### config.mk
export PLATFORM = sky130hd
export DESIGN_NAME = rsp_spi_port
export DESIGN_NICKNAME = d
export VERILOG_FILES = /design/src/rsp_pkg.sv /design/src/rsp_fifo_if.sv /design/src/rsp_fifo.sv /design/src/rsp_spi_port.sv
export VERILOG_INCLUDE_DIRS = /design/src
export SDC_FILE = /design/constraint.sdc
export NUM_CORES = 1
export LEC_CHECK = 0
export BUFFER_PORTS_ARGS = -buffer_cell sky130_fd_sc_hd__buf_2
export CAP_MARGIN = 30
export CORE_ASPECT_RATIO = 0.9
export CORE_UTILIZATION = 40
export DETAILED_ROUTE_END_ITERATION = 7
export PLACE_DENSITY_LB_ADDON = 0.25
export SLEW_MARGIN = 10
export SYNTH_ARGS = -nofsm -noshare
export SYNTH_HDL_FRONTEND = slang
export SYNTH_SLANG_ARGS = --single-unit
### constraint.sdc
create_clock -name i_clock -period 2.93 [get_ports i_clock]
set_clock_uncertainty 0.05 [all_clocks]
set_input_delay 0.293 -clock i_clock [delete_from_list [all_inputs] [get_ports i_clock]]
set_output_delay 0.293 -clock i_clock [all_outputs]
set_load 0.03 [all_outputs]
### src/rsp_cfg.svh
/*
 Constants of the serial configuration and status port: address map,
 status byte layout and state codes.
 Assumes it is included by bare name from the package and modules.
*/
`ifndef RSP_CFG_SVH
`define RSP_CFG_SVH

// Address map of the six-bit header address
`define RSP_CFG_LAST 6'h2E
`define RSP_STAT_FIRST 6'h30
`define RSP_STAT_LAST 6'h3D
`define RSP_STROBE_BASE 3'h6
`define RSP_RXF_ADDR 6'h3F

// Header bit positions
`define RSP_HDR_RW 7
`define RSP_HDR_BURST 6

// Status byte: state field codes and count saturation
`define RSP_ST_IDLE 3'h0
`define RSP_ST_RX 3'h1
`define RSP_ST_CAL 3'h4
`define RSP_ST_SETTLE 3'h5
`define RSP_ST_OVF 3'h6
`define RSP_CNT_SAT 4'hF

// Bit slots of one byte and write-buffer depth
`define RSP_LAST_BIT 3'h7
`define RSP_WR_DEPTH 8

`endif

### src/rsp_pkg.sv
/*
 Types of the serial configuration and status port.
 Assumes rsp_cfg.svh is on the include path.
*/
`include "rsp_cfg.svh"

package rsp_pkg;
   typedef enum logic [2:0] {PH_HEADER, PH_WRITE, PH_READ, PH_RXF,
      PH_IGNORE} rsp_phase_e;
   // Order follows strobe address 0x30 upward
   typedef enum logic [2:0] {STB_SOFT_RESET, STB_CRYSTAL_OFF,
      STB_CALIBRATE, STB_ENTER_RX, STB_GO_IDLE, STB_POWER_DOWN,
      STB_RX_FLUSH, STB_NOP} rsp_strobe_e;
   typedef enum logic [2:0] {RAD_IDLE, RAD_RX, RAD_CAL, RAD_SETTLE,
      RAD_OVERFLOW, RAD_OTHER} rsp_radio_e;
endpackage : rsp_pkg

### src/rsp_fifo_if.sv
/*
 Valid/ready carrier between the port and its write buffer.
 Assumes both sides run on one clock.
*/
`timescale 1ns/1ps
`default_nettype none

interface rsp_fifo_if #(parameter int W = 14);
   logic push_valid;
   logic push_ready;
   logic [W-1:0] push_data;
   logic pop_valid;
   logic pop_ready;
   logic [W-1:0] pop_data;
   modport fifo (input push_valid, push_data, pop_ready,
      output push_ready, pop_valid, pop_data);
   modport user (output push_valid, push_data, pop_ready,
      input push_ready, pop_valid, pop_data);
endinterface : rsp_fifo_if

`default_nettype wire

### src/rsp_fifo.sv
/*
 Small synchronous FIFO with valid/ready on both sides.
 Assumes one clock and an active-low asynchronous reset.
*/
`timescale 1ns/1ps
`default_nettype none

module rsp_fifo #(parameter int W = 14, parameter int DEPTH = 8)
(
   input wire logic i_clock,
   input wire logic i_rst_n,
   rsp_fifo_if.fifo f
);
   localparam int AW = $clog2(DEPTH);
   logic [W-1:0] mem [DEPTH];
   logic [AW-1:0] wr_ptr;
   logic [AW-1:0] rd_ptr;
   logic [AW:0] fill;
   logic do_push;
   logic do_pop;

   assign f.push_ready = (fill != (AW+1)'(DEPTH));
   assign f.pop_valid = (fill != '0);
   assign f.pop_data = mem[rd_ptr];
   assign do_push = f.push_valid && f.push_ready;
   assign do_pop = f.pop_valid && f.pop_ready;

   always_ff @(posedge i_clock)
   begin
      if (do_push)
         mem[wr_ptr] <= f.push_data;
   end

   always_ff @(posedge i_clock or negedge i_rst_n)
   begin
      if (!i_rst_n)
      begin
         wr_ptr <= '0;
         rd_ptr <= '0;
         fill <= '0;
      end
      else
      begin
         if (do_push)
            wr_ptr <= (wr_ptr == AW'(DEPTH-1)) ? '0 : wr_ptr + 1'b1;
         if (do_pop)
            rd_ptr <= (rd_ptr == AW'(DEPTH-1)) ? '0 : rd_ptr + 1'b1;
         fill <= fill + (AW+1)'(do_push) - (AW+1)'(do_pop);
      end
   end
endmodule : rsp_fifo

`default_nettype wire

### src/rsp_spi_port.sv
/*
 Serial slave port: header decode, status byte, single and burst
 register access, status reads, receive-buffer reads and strobes.
 Assumes the serial pins come from another domain, and that register
 read data follow o_cfg_addr within one clock.
*/
`timescale 1ns/1ps
`default_nettype none
`include "rsp_cfg.svh"

module rsp_spi_port import rsp_pkg::*;
#(
   parameter int CNT_W = 7,
   parameter int WR_DEPTH = `RSP_WR_DEPTH
)
(
   input wire logic i_clock,
   input wire logic i_rst_n,
   input wire logic i_select_low,
   input wire logic i_sclk,
   input wire logic i_si,
   output logic o_so,
   output logic o_so_oe,
   input wire logic i_xtal_ready,
   input wire rsp_radio_e i_radio_state,
   input wire logic [CNT_W-1:0] i_rx_count,
   output logic [5:0] o_cfg_addr,
   input wire logic [7:0] i_cfg_rdata,
   output logic o_wr_valid,
   output logic [5:0] o_wr_addr,
   output logic [7:0] o_wr_data,
   input wire logic i_wr_ready,
   output logic o_wr_drop,
   input wire logic [7:0] i_rxf_data,
   output logic o_rxf_pop,
   output logic o_strobe,
   output rsp_strobe_e o_strobe_code
);
   logic [2:0] meta;
   logic [2:0] pins;
   logic [2:0] pins_d;
   logic active;
   logic sclk;
   logic rise;
   logic fall;
   logic cs_rise;
   logic [2:0] bit_cnt;
   logic [7:0] rx;
   logic [7:0] tx;
   logic load_next;
   logic byte_done;
   logic [7:0] byte_val;
   rsp_phase_e phase;
   rsp_phase_e next_phase;
   logic [5:0] addr;
   logic [5:0] next_addr;
   logic burst;
   logic next_burst;
   logic strobe_hit;
   rsp_strobe_e strobe_code;
   logic pend_pd;
   logic pend_xo;
   logic idle_block;
   logic [7:0] status;
   logic drop;

   function automatic logic is_status_addr(input logic [5:0] a);
      return (a >= `RSP_STAT_FIRST) && (a <= `RSP_STAT_LAST);
   endfunction : is_status_addr

   function automatic logic [7:0] status_fn(input logic rdy,
      input rsp_radio_e st, input logic [CNT_W-1:0] cnt);
      logic [2:0] code;
      code = `RSP_ST_IDLE;
      case (st)
         RAD_RX: code = `RSP_ST_RX;
         RAD_CAL: code = `RSP_ST_CAL;
         RAD_SETTLE: code = `RSP_ST_SETTLE;
         RAD_OVERFLOW: code = `RSP_ST_OVF;
         default: code = `RSP_ST_IDLE;
      endcase
      return {!rdy, code, (cnt >= CNT_W'(`RSP_CNT_SAT)) ?
         `RSP_CNT_SAT : cnt[3:0]};
   endfunction : status_fn

   // Pins pass two flip-flops; pins_d only serves edge detection
   always_ff @(posedge i_clock or negedge i_rst_n)
   begin
      if (!i_rst_n)
      begin
         meta <= 3'h4;
         pins <= 3'h4;
         pins_d <= 3'h4;
      end
      else
      begin
         meta <= {i_select_low, i_sclk, i_si};
         pins <= meta;
         pins_d <= pins;
      end
   end

   assign active = !pins[2];
   assign sclk = pins[1];
   assign rise = active && sclk && !pins_d[1];
   assign fall = active && !sclk && pins_d[1];
   assign cs_rise = pins[2] && !pins_d[2];
   assign byte_val = {rx[6:0], pins[0]};
   assign byte_done = rise && (bit_cnt == `RSP_LAST_BIT);
   assign status = status_fn(i_xtal_ready, i_radio_state, i_rx_count);

   always_comb
   begin
      next_phase = phase;
      next_addr = addr;
      next_burst = burst;
      strobe_hit = 1'b0;
      strobe_code = rsp_strobe_e'(byte_val[2:0]);
      if (byte_done)
      begin
         case (phase)
            PH_HEADER:
            begin
               next_addr = byte_val[5:0];
               next_burst = byte_val[`RSP_HDR_BURST];
               if (byte_val[5:0] <= `RSP_CFG_LAST)
                  next_phase = byte_val[`RSP_HDR_RW] ? PH_READ : PH_WRITE;
               else if (is_status_addr(byte_val[5:0]))
               begin
                  if (byte_val[`RSP_HDR_BURST])
                  begin
                     next_burst = 1'b0;
                     next_phase = byte_val[`RSP_HDR_RW] ? PH_READ :
                        PH_IGNORE;
                  end
                  else
                     strobe_hit = (byte_val[5:3] == `RSP_STROBE_BASE);
               end
               else if (byte_val[5:0] == `RSP_RXF_ADDR &&
                  byte_val[`RSP_HDR_RW])
                  next_phase = PH_RXF;
               else
                  next_phase = PH_IGNORE;
            end
            default:
            begin
               if (burst)
                  next_addr = addr + 6'h01;
               else
                  next_phase = PH_HEADER;
            end
         endcase
      end
   end

   // Select high ends any access, keeping only whole bytes already taken
   always_ff @(posedge i_clock or negedge i_rst_n)
   begin
      if (!i_rst_n)
      begin
         phase <= PH_HEADER;
         addr <= 6'h00;
         burst <= 1'b0;
      end
      else if (!active)
      begin
         phase <= PH_HEADER;
         burst <= 1'b0;
      end
      else
      begin
         phase <= next_phase;
         addr <= next_addr;
         burst <= next_burst;
      end
   end

   always_ff @(posedge i_clock or negedge i_rst_n)
   begin
      if (!i_rst_n)
      begin
         bit_cnt <= 3'h0;
         rx <= 8'h00;
         tx <= 8'hFF;
         load_next <= 1'b0;
      end
      else if (!active)
      begin
         bit_cnt <= 3'h0;
         rx <= 8'h00;
         load_next <= 1'b0;
         tx <= status;
      end
      else if (fall)
      begin
         load_next <= 1'b0;
         if (!load_next)
            tx <= {tx[6:0], 1'b0};
         else if (phase == PH_READ)
            // One capture per byte; a status word moving then may read torn
            tx <= i_cfg_rdata;
         else if (phase == PH_RXF)
            tx <= i_rxf_data;
         else
            tx <= status;
      end
      else if (rise)
      begin
         rx <= byte_val;
         bit_cnt <= bit_cnt + 3'h1;
         if (byte_done)
            load_next <= 1'b1;
         // Count means nothing to a write header, so it reads as zero
         if (phase == PH_HEADER && bit_cnt == 3'h0 && !pins[0])
            tx[3:0] <= 4'h0;
      end
      else if (phase == PH_HEADER && bit_cnt == 3'h0 && !load_next &&
         !sclk)
         tx <= status;
   end

   assign o_so = tx[7];
   assign o_so_oe = active;
   assign o_cfg_addr = addr;

   always_ff @(posedge i_clock or negedge i_rst_n)
   begin
      if (!i_rst_n)
         o_rxf_pop <= 1'b0;
      else
         // Taken only once fully shifted out, so a cut burst loses nothing
         o_rxf_pop <= byte_done && phase == PH_RXF;
   end

   // Strobe sequencing; a new go-idle wins over the idle release
   always_ff @(posedge i_clock or negedge i_rst_n)
   begin
      if (!i_rst_n)
      begin
         pend_pd <= 1'b0;
         pend_xo <= 1'b0;
         idle_block <= 1'b0;
         o_strobe <= 1'b0;
         o_strobe_code <= STB_NOP;
      end
      else
      begin
         o_strobe <= 1'b0;
         if (i_radio_state == RAD_IDLE)
            idle_block <= 1'b0;
         if (strobe_hit && !idle_block)
         begin
            case (strobe_code)
               STB_POWER_DOWN: pend_pd <= 1'b1;
               STB_CRYSTAL_OFF: pend_xo <= 1'b1;
               default:
               begin
                  o_strobe <= 1'b1;
                  o_strobe_code <= strobe_code;
                  if (strobe_code == STB_GO_IDLE)
                  begin
                     pend_pd <= 1'b0;
                     pend_xo <= 1'b0;
                     idle_block <= 1'b1;
                  end
               end
            endcase
         end
         else if (cs_rise && pend_pd)
         begin
            o_strobe <= 1'b1;
            o_strobe_code <= STB_POWER_DOWN;
            pend_pd <= 1'b0;
         end
         else if (!active && !pend_pd && pend_xo)
         begin
            o_strobe <= 1'b1;
            o_strobe_code <= STB_CRYSTAL_OFF;
            pend_xo <= 1'b0;
         end
      end
   end

   // A write arriving to a full buffer is lost and reported
   rsp_fifo_if #(.W(14)) wq ();
   assign wq.push_valid = byte_done && phase == PH_WRITE;
   assign wq.push_data = {addr, byte_val};
   assign wq.pop_ready = i_wr_ready;
   assign o_wr_valid = wq.pop_valid;
   assign o_wr_addr = wq.pop_data[13:8];
   assign o_wr_data = wq.pop_data[7:0];
   assign drop = wq.push_valid && !wq.push_ready;

   always_ff @(posedge i_clock or negedge i_rst_n)
   begin
      if (!i_rst_n)
         o_wr_drop <= 1'b0;
      else
         o_wr_drop <= drop;
   end

   rsp_fifo #(.W(14), .DEPTH(WR_DEPTH)) u_wq
   (
      .i_clock(i_clock),
      .i_rst_n(i_rst_n),
      .f(wq)
   );
endmodule : rsp_spi_port

`default_nettype wire

==> flow_summary.ini, run 1 <==
[sta]
timing.final.hold_violations = 0
slew_viol_final = 0
setup_viol = 0
relSlewSlack_pct = 45.46
rsz0062_at_grt = no
tightest_slew_ns = 0.8164
min_period_over_period_pct = 86.86
period_minus_slack_ns = 2.545
max_freq_mhz = 392.9
setup_tns_ns = 0

[floorplanning]
die_area_um2 = 18590
io-pin-count = 62
die-width_um = 143.6
rows = 46
die_h_um = 129.5
core_um2 = 17670
floorplan.initialDensity_pct = 40.86

[yosys]
synth_area_per_cell_um2 = 14.70
async_reset_ff_share_pct = 33.33
ys_seq_area_share_pct = 66.24
synth_top_area_share_pct = 46.59
synth-seq-cells = 168
syn_inst = 491
syn-cell-area_um2 = 7219
syn_nets = 539
yosysUniqueCellTypes = 55
yosys-top-cells-area = edfxtp_1 47%, dfrtp_1 15%, mux4_2 8.7%
yosysTopAreaCell = edfxtp_1
synth_top_flop_cell = edfxtp_1
synth_edf_count = 112
ys_warn_count = 0

[hold_path]
worstHoldEndpoint = tx[3]$_DFFE_PN1P_
hold_class = primary input to register
hp-start = i_rx_count[3]
whs_path_depth = 3

[clocking]
cts_sinks = 168
cts.clk_slew.worst_paths_ns = 0.06
cts_tree = built
htree_levels = 4
numCtsBuffers = 17
clk_latency_ns = 0.41
cts-resized-gates = 0
cts-root-buf = clkbuf_16
cts_buffer_depth = 2

[worst_setup_path]
critPathMaxFanout = 19
required_ns = 2.59
rrSetupSlack_ns = 0.67
worstRegToRegCells = 9
startpoint_type = register
worstSetupPathType = register to output pin
timing.rr.start = bit_cnt[0]$_DFFE_PN0P_
arrival_ns = 2.20
r2r_end = u_wq.mem[1][3]$_DFFE_PP_
cp-end-kind = output pin

[place]
io_buffers = 61
place_hpwl_um = 9597
dpl-instance-area_um2 = 7893
gp_congestion = 0.8633

[job]
maxCapViolations = 0

[power]
peakVddDrop_mv = 0.4096
powerDensity_nw_per_um2 = 718.1
p_leak_nw = 3.185
power_mw = 6.137

[grt]
grt-busiest-layer = met2
met3_usage_pct = 3.806
gr-usage-met2_pct = 27.84
grtUsageMet1_pct = 21.63
grt.total_usage_pct = 16.67
grt_pass1_vias = 4414
antenna_found_initial = 0
overflow = 0
grt_pass1_wl_um = 23030
grt_max_degree = 30

[cells_and_area]
syn_to_final_growth_pct = 18.37
final_layout_size_suffix_gt1_share_pct = 30.29
final_common_cell = edfxtp_1
num_antenna_cells = 0
fin_nets = 616
final_area_um2 = 8546
layout_common_cells = 112 x edfxtp_1, 61 x buf_2, 47 x nand2_1
fillers = 1562

[routing]
drt_iter0_markers = 309
drc = 0
dr.pass1.iters = 4
avgViaCountPerCell = 5.231
postRouteWirelength_um = 14120
post_drt_wl_per_cell_um = 17.20
ant_nets = 0
dr_total_vias = 4295

[status]
status = completed
[repair_timing]
item / in CTS / in global routing
hold endpoints to repair: 21 / 0
hold buffers: 4 / 0
buffers inserted: 0 / 0
[cell families (layout without fill, tap and decap cells)]
kind of cell               count (synthesis)  count (layout)  synth area share, %
DFF                                      168             168                66.24
and+or+nand+nor                          127             127                8.596
AOI/OAI and AO/OA                         82              82                7.401
muxes                                     51              51                12.20
buffers and inverters                     44             134                2.374
adders and majority gates                 15              15                2.704
xor gates and xnor gates                   4               4               0.4854
[registers in the layout, summed over array words and instances, names as in the netlist, 2 cells and up]
register,cells
bit_cnt,3
meta,3
o_cfg_addr,6
o_strobe_code,3
phase,3
pins,3
pins_d,2
rx,7
tx,8
u_wq.fill,4
u_wq.mem,112
u_wq.rd_ptr,3
u_wq.wr_ptr,3
[worst max path at each step]
stage | start | end | slack (ns)
after CTS | u_wq.rd_ptr[0]$_DFFE_PN0P_ | o_wr_data[3] | 0.33
final | u_wq.rd_ptr[0]$_DFFE_PN0P_ | o_wr_addr[3] | 0.38
after detailed placement | bit_cnt[0]$_DFFE_PN0P_ | u_wq.mem[5][2]$_DFFE_PP_ | 0.65
after global placement | bit_cnt[0]$_DFFE_PN0P_ | u_wq.mem[5][2]$_DFFE_PP_ | 0.72
after floorplan | bit_cnt[0]$_DFFE_PN0P_ | u_wq.mem[2][0]$_DFFE_PP_ | 0.07
after global routing | u_wq.rd_ptr[0]$_DFFE_PN0P_ | o_wr_data[6] | 0.26
[worst max-delay path, stage by stage, from the launching register on]
cell and delay (ns):
dfrtp_2 0.53, buf_12 0.24, mux4_2 0.56, mux2_2 0.28, buf_2 0.18
[report_power, final]
| group | internal (mW) | leakage, nW | switching (mW) | total (mW) |
|---|---|---|---|---|
| Clock | 1.37 | 0.299 | 0.941 | 2.31 |
| Combinational | 0.530 | 1.19 | 0.570 | 1.10 |
| Sequential | 2.60 | 1.70 | 0.131 | 2.73 |
| Total | 4.50 | 3.19 | 1.64 | 6.14 |
[area by class of cell]
cell class,instances,area [µm²],share of cell area [%]
Inverter,21,78.83,0.9224
Clock inverter,14,183.9,2.152
Tap cell,240,300.3,3.514
Clock buffer,18,429.2,5.022
Timing Repair Buffer,81,478.0,5.593
Multi-Input combinational cell,279,2292,26.82
Sequential cell,168,4783,55.97
[cells in the mapped netlist (3+ instances only)]
cell type and n:
o21ai_1 12, nor2b_1 6, nand3_1 7, nand2b_1 10, mux4_2 28, nand2_1 47
inv_1 20, a21o_1 5, a32o_1 3, mux2_2 16, clkbuf_1 11, edfxtp_1 112
or3_1 4, and2_1 3, a21oi_1 24, o21ai_0 6, dfrtp_1 42, nor3_1 11
and3_1 5, buf_1 7, ha_1 14, nor2_1 23, a31oi_1 5, o22ai_1 7
mux2i_1 7, dfstp_2 14, o221ai_1 3, buf_2 5
[layer usage]
metal / part of all wire [%] / vias to the layer above / wire, µm
li1: - / 2020 / -
met5: 0 / - / 0
met4: 1.0 / 0 / 148
met1: 45 / 2150 / 6358
met3: 4.1 / 18 / 583
met2: 50 / 107 / 7029
[through the flow]
step / hold slack [ns] / instances / setup WS (ns) / utilization [%]
floorplan: -0.05259 / 491 / 0.06987 / -
global placement: 0.2827 / 785 / 0.7182 / 44.67
detailed placement: 0.2847 / 785 / 0.6528 / 44.67
CTS: 0.1073 / 821 / 0.3300 / 48.36
global route: 0.1524 / 821 / 0.2592 / 48.36
finish: 0.1310 / 821 / 0.3850 / 48.36
Note: power is estimated with default switching activity, not from simulation.
==> inputs of run 2 (changes only) <==
--- a/config.mk
+++ b/config.mk
@@ -6,12 +6,13 @@
 export SDC_FILE = /design/constraint.sdc
 export NUM_CORES = 1
 export LEC_CHECK = 0
+export ABC_AREA = 1
 export BUFFER_PORTS_ARGS = -buffer_cell sky130_fd_sc_hd__buf_2
 export CAP_MARGIN = 30
 export CORE_ASPECT_RATIO = 0.9
 export CORE_UTILIZATION = 40
 export DETAILED_ROUTE_END_ITERATION = 7
-export PLACE_DENSITY_LB_ADDON = 0.25
+export PLACE_DENSITY = 0.64
 export SLEW_MARGIN = 10
 export SYNTH_ARGS = -nofsm -noshare
 export SYNTH_HDL_FRONTEND = slang
==> flow_summary.ini, run 2 <==
[status]
status = completed

[clocking]
numCtsBuffers = 17
postCtsSetupBuffers = 0
cts_sinks = 168
cts.clk_slew.worst_paths_ns = 0.06
clk_latency_ns = 0.42
cts_tree = built
cts-root-buf = clkbuf_16
htree_levels = 4
cts_buffer_depth = 2

[yosys]
synth_commonest_cells = 144 x nand2_1, 114 x nor2_1, 112 x edfxtp_1
synth_edf_count = 112
synth_top_area_share_pct = 45.10
syn-cell-area_um2 = 7457
synth-seq-cells = 168
ys_seq_area_share_pct = 64.13
syn_inst = 731
synth_top_flop_cell = edfxtp_1
syn_nets = 779
synth_most_common_cell = nand2_1
synth_area_per_cell_um2 = 10.20
async_reset_ff_share_pct = 33.33
yosys-top-cells-area = edfxtp_1 45%, dfrtp_1 14%, nand2_1 7.2%
yosysUniqueCellTypes = 38
ys_warn_count = 0
yosysTopAreaCell = edfxtp_1

[hold_path]
whs_path_depth = 4
hold_class = primary input to register
hp-start = i_xtal_ready
worstHoldEndpoint = tx[7]$_DFFE_PN1P_

[grt]
overflow = 0
grt_pass1_vias = 5121
grt_pass1_wl_um = 26570
antenna_found_initial = 0
grt_max_degree = 32
grt.total_usage_pct = 17.71

[cells_and_area]
top_register = u_wq.mem
reg_top3 = u_wq.mem: 112 flops, tx: 8 flops, rx: 7 flops
final_layout_size_suffix_gt1_share_pct = 17.86
multi_input_area_um2 = 2395
largest_reg_flops = 112
syn_to_final_growth_pct = 17.55
stdcell_count = 1063
final_area_um2 = 8766
num_antenna_cells = 0
fin_nets = 858
regArea_um2 = 4782
fillers = 1658
layout_common_cells = 144 x nand2_1, 114 x nor2_1, 112 x edfxtp_1
final_common_cell = nand2_1

[sta]
max_freq_mhz = 418.4
rsz0062_at_grt = no
hold_ws_ns = 0.05857
timing.final.hold_violations = 0
tightest_slew_ns = 0.6090
slew_viol_final = 0
setup_tns_ns = 0
period_minus_slack_ns = 2.390
relSlewSlack_pct = 59.25
min_period_over_period_pct = 81.57
setup_viol = 0

[job]
maxCapViolations = 0

[routing]
drt_iter0_markers = 349
postRouteWirelength_um = 16070
post_drt_wl_per_cell_um = 15.12
dr_total_vias = 5294
ant_nets = 0
drc = 0
dr.pass1.iters = 5
avgViaCountPerCell = 4.980

[floorplanning]
core_um2 = 17960
die-width_um = 145.9
rows = 46
floorplan.initialDensity_pct = 41.53
die_area_um2 = 19190
die_h_um = 131.5
io-pin-count = 62

[place]
dpl-instance-area_um2 = 8150
place_hpwl_um = 10980
gp_congestion = 0.7993
place_inst = 1027
io_buffers = 61

[worst_setup_path]
worstSetupPathType = register to output pin
critPathLaunch = u_wq.rd_ptr[0]$_DFFE_PN0P_
r2r_end = u_wq.fill[1]$_DFF_PN0_
arrival_ns = 2.05
timing.rr.start = bit_cnt[0]$_DFFE_PN0P_
required_ns = 2.59
worstRegToRegCells = 10
critPathMaxFanout = 31
cp-end-kind = output pin
startpoint_type = register
rrSetupSlack_ns = 0.69

[power]
peakVddDrop_mv = 0.4785
power_mw = 6.823
p_leak_nw = 3.527
powerDensity_nw_per_um2 = 778.4
-- run 2: cell count changes in the layout (fill, tap and decap cells not counted), sizes merged, moves of 10 or more --
| cell | before | now |
|---|---|---|
| inv | 28 | 63 |
| mux2 | 16 | 0 |
| nand3 | 7 | 34 |
| o21ai | 18 | 90 |
| mux4 | 28 | 0 |
| nand2 | 47 | 148 |
| nor2 | 23 | 116 |
| nand2b | 10 | 0 |
| a31oi | 5 | 17 |
-- run 2: routing by layer --
metal / part of all wire (%) / track usage (%) / wire, µm
met1: 49 / 24.51 / 7886
met3: 4.0 / 4.201 / 643
met4: 0.81 / 4.737 / 130
met2: 46 / 27.80 / 7410
met5: 0 / 0 / 0
-- run 2: final cells by class --
type	instances	area share [%]
sequential	168	54.55
multi-input combinational	481	27.32
timing repair buffer	84	5.567
clock buffer	19	4.939
tap	240	3.426
inverter	58	2.569
clock inverter	13	1.627
-- run 2: critical path: stages, from the launching register on --
cell and delay [ns]:
dfrtp_1 0.40, buf_4 0.33, o21ai_0 0.14, o21ai_0 0.23, a21oi_1 0.11, a31oi_1 0.19
buf_2 0.23
-- run 2: worst max-delay path by stage --
stage | end | cells after the start
floorplan | u_wq.mem[4][0]$_DFFE_PP_ | 6
global placement | u_wq.fill[1]$_DFF_PN0_ | 10
detailed placement | u_wq.fill[1]$_DFF_PN0_ | 10
CTS | o_wr_data[3] | 7
global route | o_wr_addr[3] | 6
finish | o_wr_addr[3] | 6
-- run 2: kinds of logic (layout without fill, tap and decap cells) --
logic type	Yosys count	in the layout	share of synthesized area, %
and+or+nand+nor	322	322	18.51
DFF	168	168	64.13
AOI/OAI and AO/OA	142	142	10.15
buffers and inverters	82	174	4.362
adders and majority gates	15	15	2.617
xor gates and xnor gates	2	2	0.2349
-- run 2: report_power, final --
part	internal, mW	leakage [nW]	total [mW]	switching, mW
clock network	1.27	0.276	2.19	0.925
logic	0.607	1.59	1.94	1.33
registers	2.61	1.66	2.69	0.0822
-- run 2: through the flow --
step	util (%)	setup WS (ns)
finish	48.82	0.5401
global route	48.82	0.3810
detailed placement	45.39	0.6886
global placement	45.39	0.7848
CTS	48.82	0.5343
floorplan	-	0.002693
-- run 2: repair_timing --
item / in CTS / in global routing
gates resized for setup: 0 / 0
hold buffers: 4 / 0
endpoints found under the setup margin: 0 / 0
hold endpoints to repair: 15 / 0
==> inputs of run 3 (changes only) <==
==> constraint.sdc (replaced) <==
create_clock -name i_clock -period 2 [get_ports i_clock]
set_clock_uncertainty 0.05 [all_clocks]
set_input_delay 0.2 -clock i_clock [delete_from_list [all_inputs] [get_ports i_clock]]
set_output_delay 0.2 -clock i_clock [all_outputs]
set_load 0.03 [all_outputs]
==> flow_summary.ini, run 3 (same netlist as run 2, synthesis figures left out) <==
[clocking]
cts.clk_slew.worst_paths_ns = 0.06
cts-root-buf = clkbuf_16
cts_tree = built
cts_buffer_depth = 2
clk_latency_ns = 0.42
htree_levels = 4
numCtsBuffers = 17
cts_sinks = 168

[power]
power_mw = 11.02
peakVddDrop_mv = 0.6388
powerDensity_nw_per_um2 = 1134
p_leak_nw = 3.865

[hold_path]
worstHoldEndpoint = tx[1]$_DFFE_PN1P_
hp-start = i_rx_count[1]
whs_path_depth = 5
hold_class = primary input to register

[cells_and_area]
final_util_pct = 54.14
top_register = u_wq.mem
largest_reg_flops = 112
final_common_cell = nand2_1
num_antenna_cells = 0
syn_to_final_growth_pct = 30.37
final_area_um2 = 9722
reg_top3 = u_wq.mem: 112 flops, tx: 8 flops, rx: 7 flops
stdcell_count = 1111
layout_common_cells = 139 x nand2_1, 112 x edfxtp_1, 104 x nor2_1
final_layout_size_suffix_gt1_share_pct = 27.55
fin_nets = 906

[place]
dpl-instance-area_um2 = 8587
place_inst = 1054
io_buffers = 61
gp_congestion = 0.8003
place_hpwl_um = 11340

[worst_setup_path]
cp-end-kind = output pin
r2r_end = u_wq.mem[4][12]$_DFFE_PP_
startpoint_type = register
timing.rr.start = bit_cnt[0]$_DFFE_PN0P_
required_ns = 1.75
worstRegToRegCells = 9
critPathMaxFanout = 6
rrSetupSlack_ns = -0.03
worstSetupPathType = register to output pin
arrival_ns = 1.87

[sta]
max_freq_mhz = 471.8
rsz0062_at_grt = yes
layout_setup_ws_ns = -0.1196
relSlewSlack_pct = 58.18
slew_viol_final = 0
setup_tns_ns = -1.247
tightest_slew_ns = 0.6273
timing.final.hold_violations = 0
period_minus_slack_ns = 2.120
setup_viol = 28
min_period_over_period_pct = 106.0

[grt]
grt_pass1_vias = 5244
overflow = 0
antenna_found_initial = 0
grt.total_usage_pct = 18.54
grt_max_degree = 57
grt_pass1_wl_um = 27730

[routing]
dr.pass1.iters = 5
ant_nets = 0
post_drt_wl_per_cell_um = 15.76
dr_total_vias = 5640
avgViaCountPerCell = 5.077
drt_iter0_markers = 420
drc = 0
postRouteWirelength_um = 17510

[status]
status = finished, violations left
violations = setup timing

[floorplanning]
die_h_um = 131.5
die-width_um = 145.9
die_area_um2 = 19190
core_um2 = 17960
rows = 46
io-pin-count = 62
floorplan.initialDensity_pct = 41.53

[job]
maxCapViolations = 0
-- run 3: timing repair --
action                                  CTS  global route
resized for setup                        54            59
hold endpoints to repair                 51             0
buffers inserted                          6             8
gates cloned                              3             4
pin swaps                                10            13
endpoints found under the setup margin   72            88
hold buffers                              5             0
-- run 3: worst max-delay path by stage --
stage,start,end,slack (ns),depth (start not counted)
after floorplan,bit_cnt[0]$_DFFE_PN0P_,u_wq.mem[1][0]$_DFFE_PP_,-0.18,8
after global placement,u_wq.fill[3]$_DFF_PN0_,u_wq.fill[2]$_DFF_PN0_,0.005,11
after detailed placement,bit_cnt[0]$_DFFE_PN0P_,u_wq.fill[2]$_DFF_PN0_,-0.05,10
after CTS,u_wq.rd_ptr[0]$_DFFE_PN0P_,o_wr_addr[2],-0.15,8
after global routing,u_wq.rd_ptr[0]$_DFFE_PN0P_,o_wr_data[1],-0.18,8
final,u_wq.rd_ptr[0]$_DFFE_PN0P_,o_wr_data[6],-0.12,8
-- run 3: cell type report --
type	instances	area (µm²)
Inverter	58	259.0
Multi-Input combinational cell	481	2654
Timing Repair Buffer	132	1197
Fill cell	1547	8235
Tap cell	240	300.3
Clock inverter	13	95.09
Clock buffer	19	432.9
Sequential cell	168	4783
-- run 3: report_power, final --
| group | leakage [nW] | internal [mW] | switching, mW | total [mW] |
|---|---|---|---|---|
| Clock | 0.241 | 1.60 | 1.36 | 2.96 |
| Combinational | 1.96 | 1.70 | 2.47 | 4.17 |
| Sequential | 1.66 | 3.82 | 0.0704 | 3.90 |
-- run 3: per-stage QoR --
step	hold slack [ns]	worst slack [ns]
2_1_floorplan	-0.1456	-0.1824
3_3_place_gp	0.1753	0.004539
3_5_place_dp	0.1840	-0.05280
4_1_cts	0.04105	-0.1470
5_1_grt	0.08179	-0.1824
6_report	0.06013	-0.1196
-- run 3: critical path, stage by stage (launching register included) --
cell and delay, ns:
dfrtp_2 0.41, buf_12 0.16, clkinv_16 0.07, buf_16 0.12, nor2_1 0.05, o21ai_1 0.21, a21oi_2 0.07, a31oi_1 0.17
buf_4 0.18
-- run 3: metal layers --
layer	up-vias	share of wire (%)	GRT usage, %
met1	2690	46	24.98
met3	18	5.3	4.236
met5	-	0	0
met2	164	48	30.20
li1	2768	-	-
met4	0	0.95	4.620
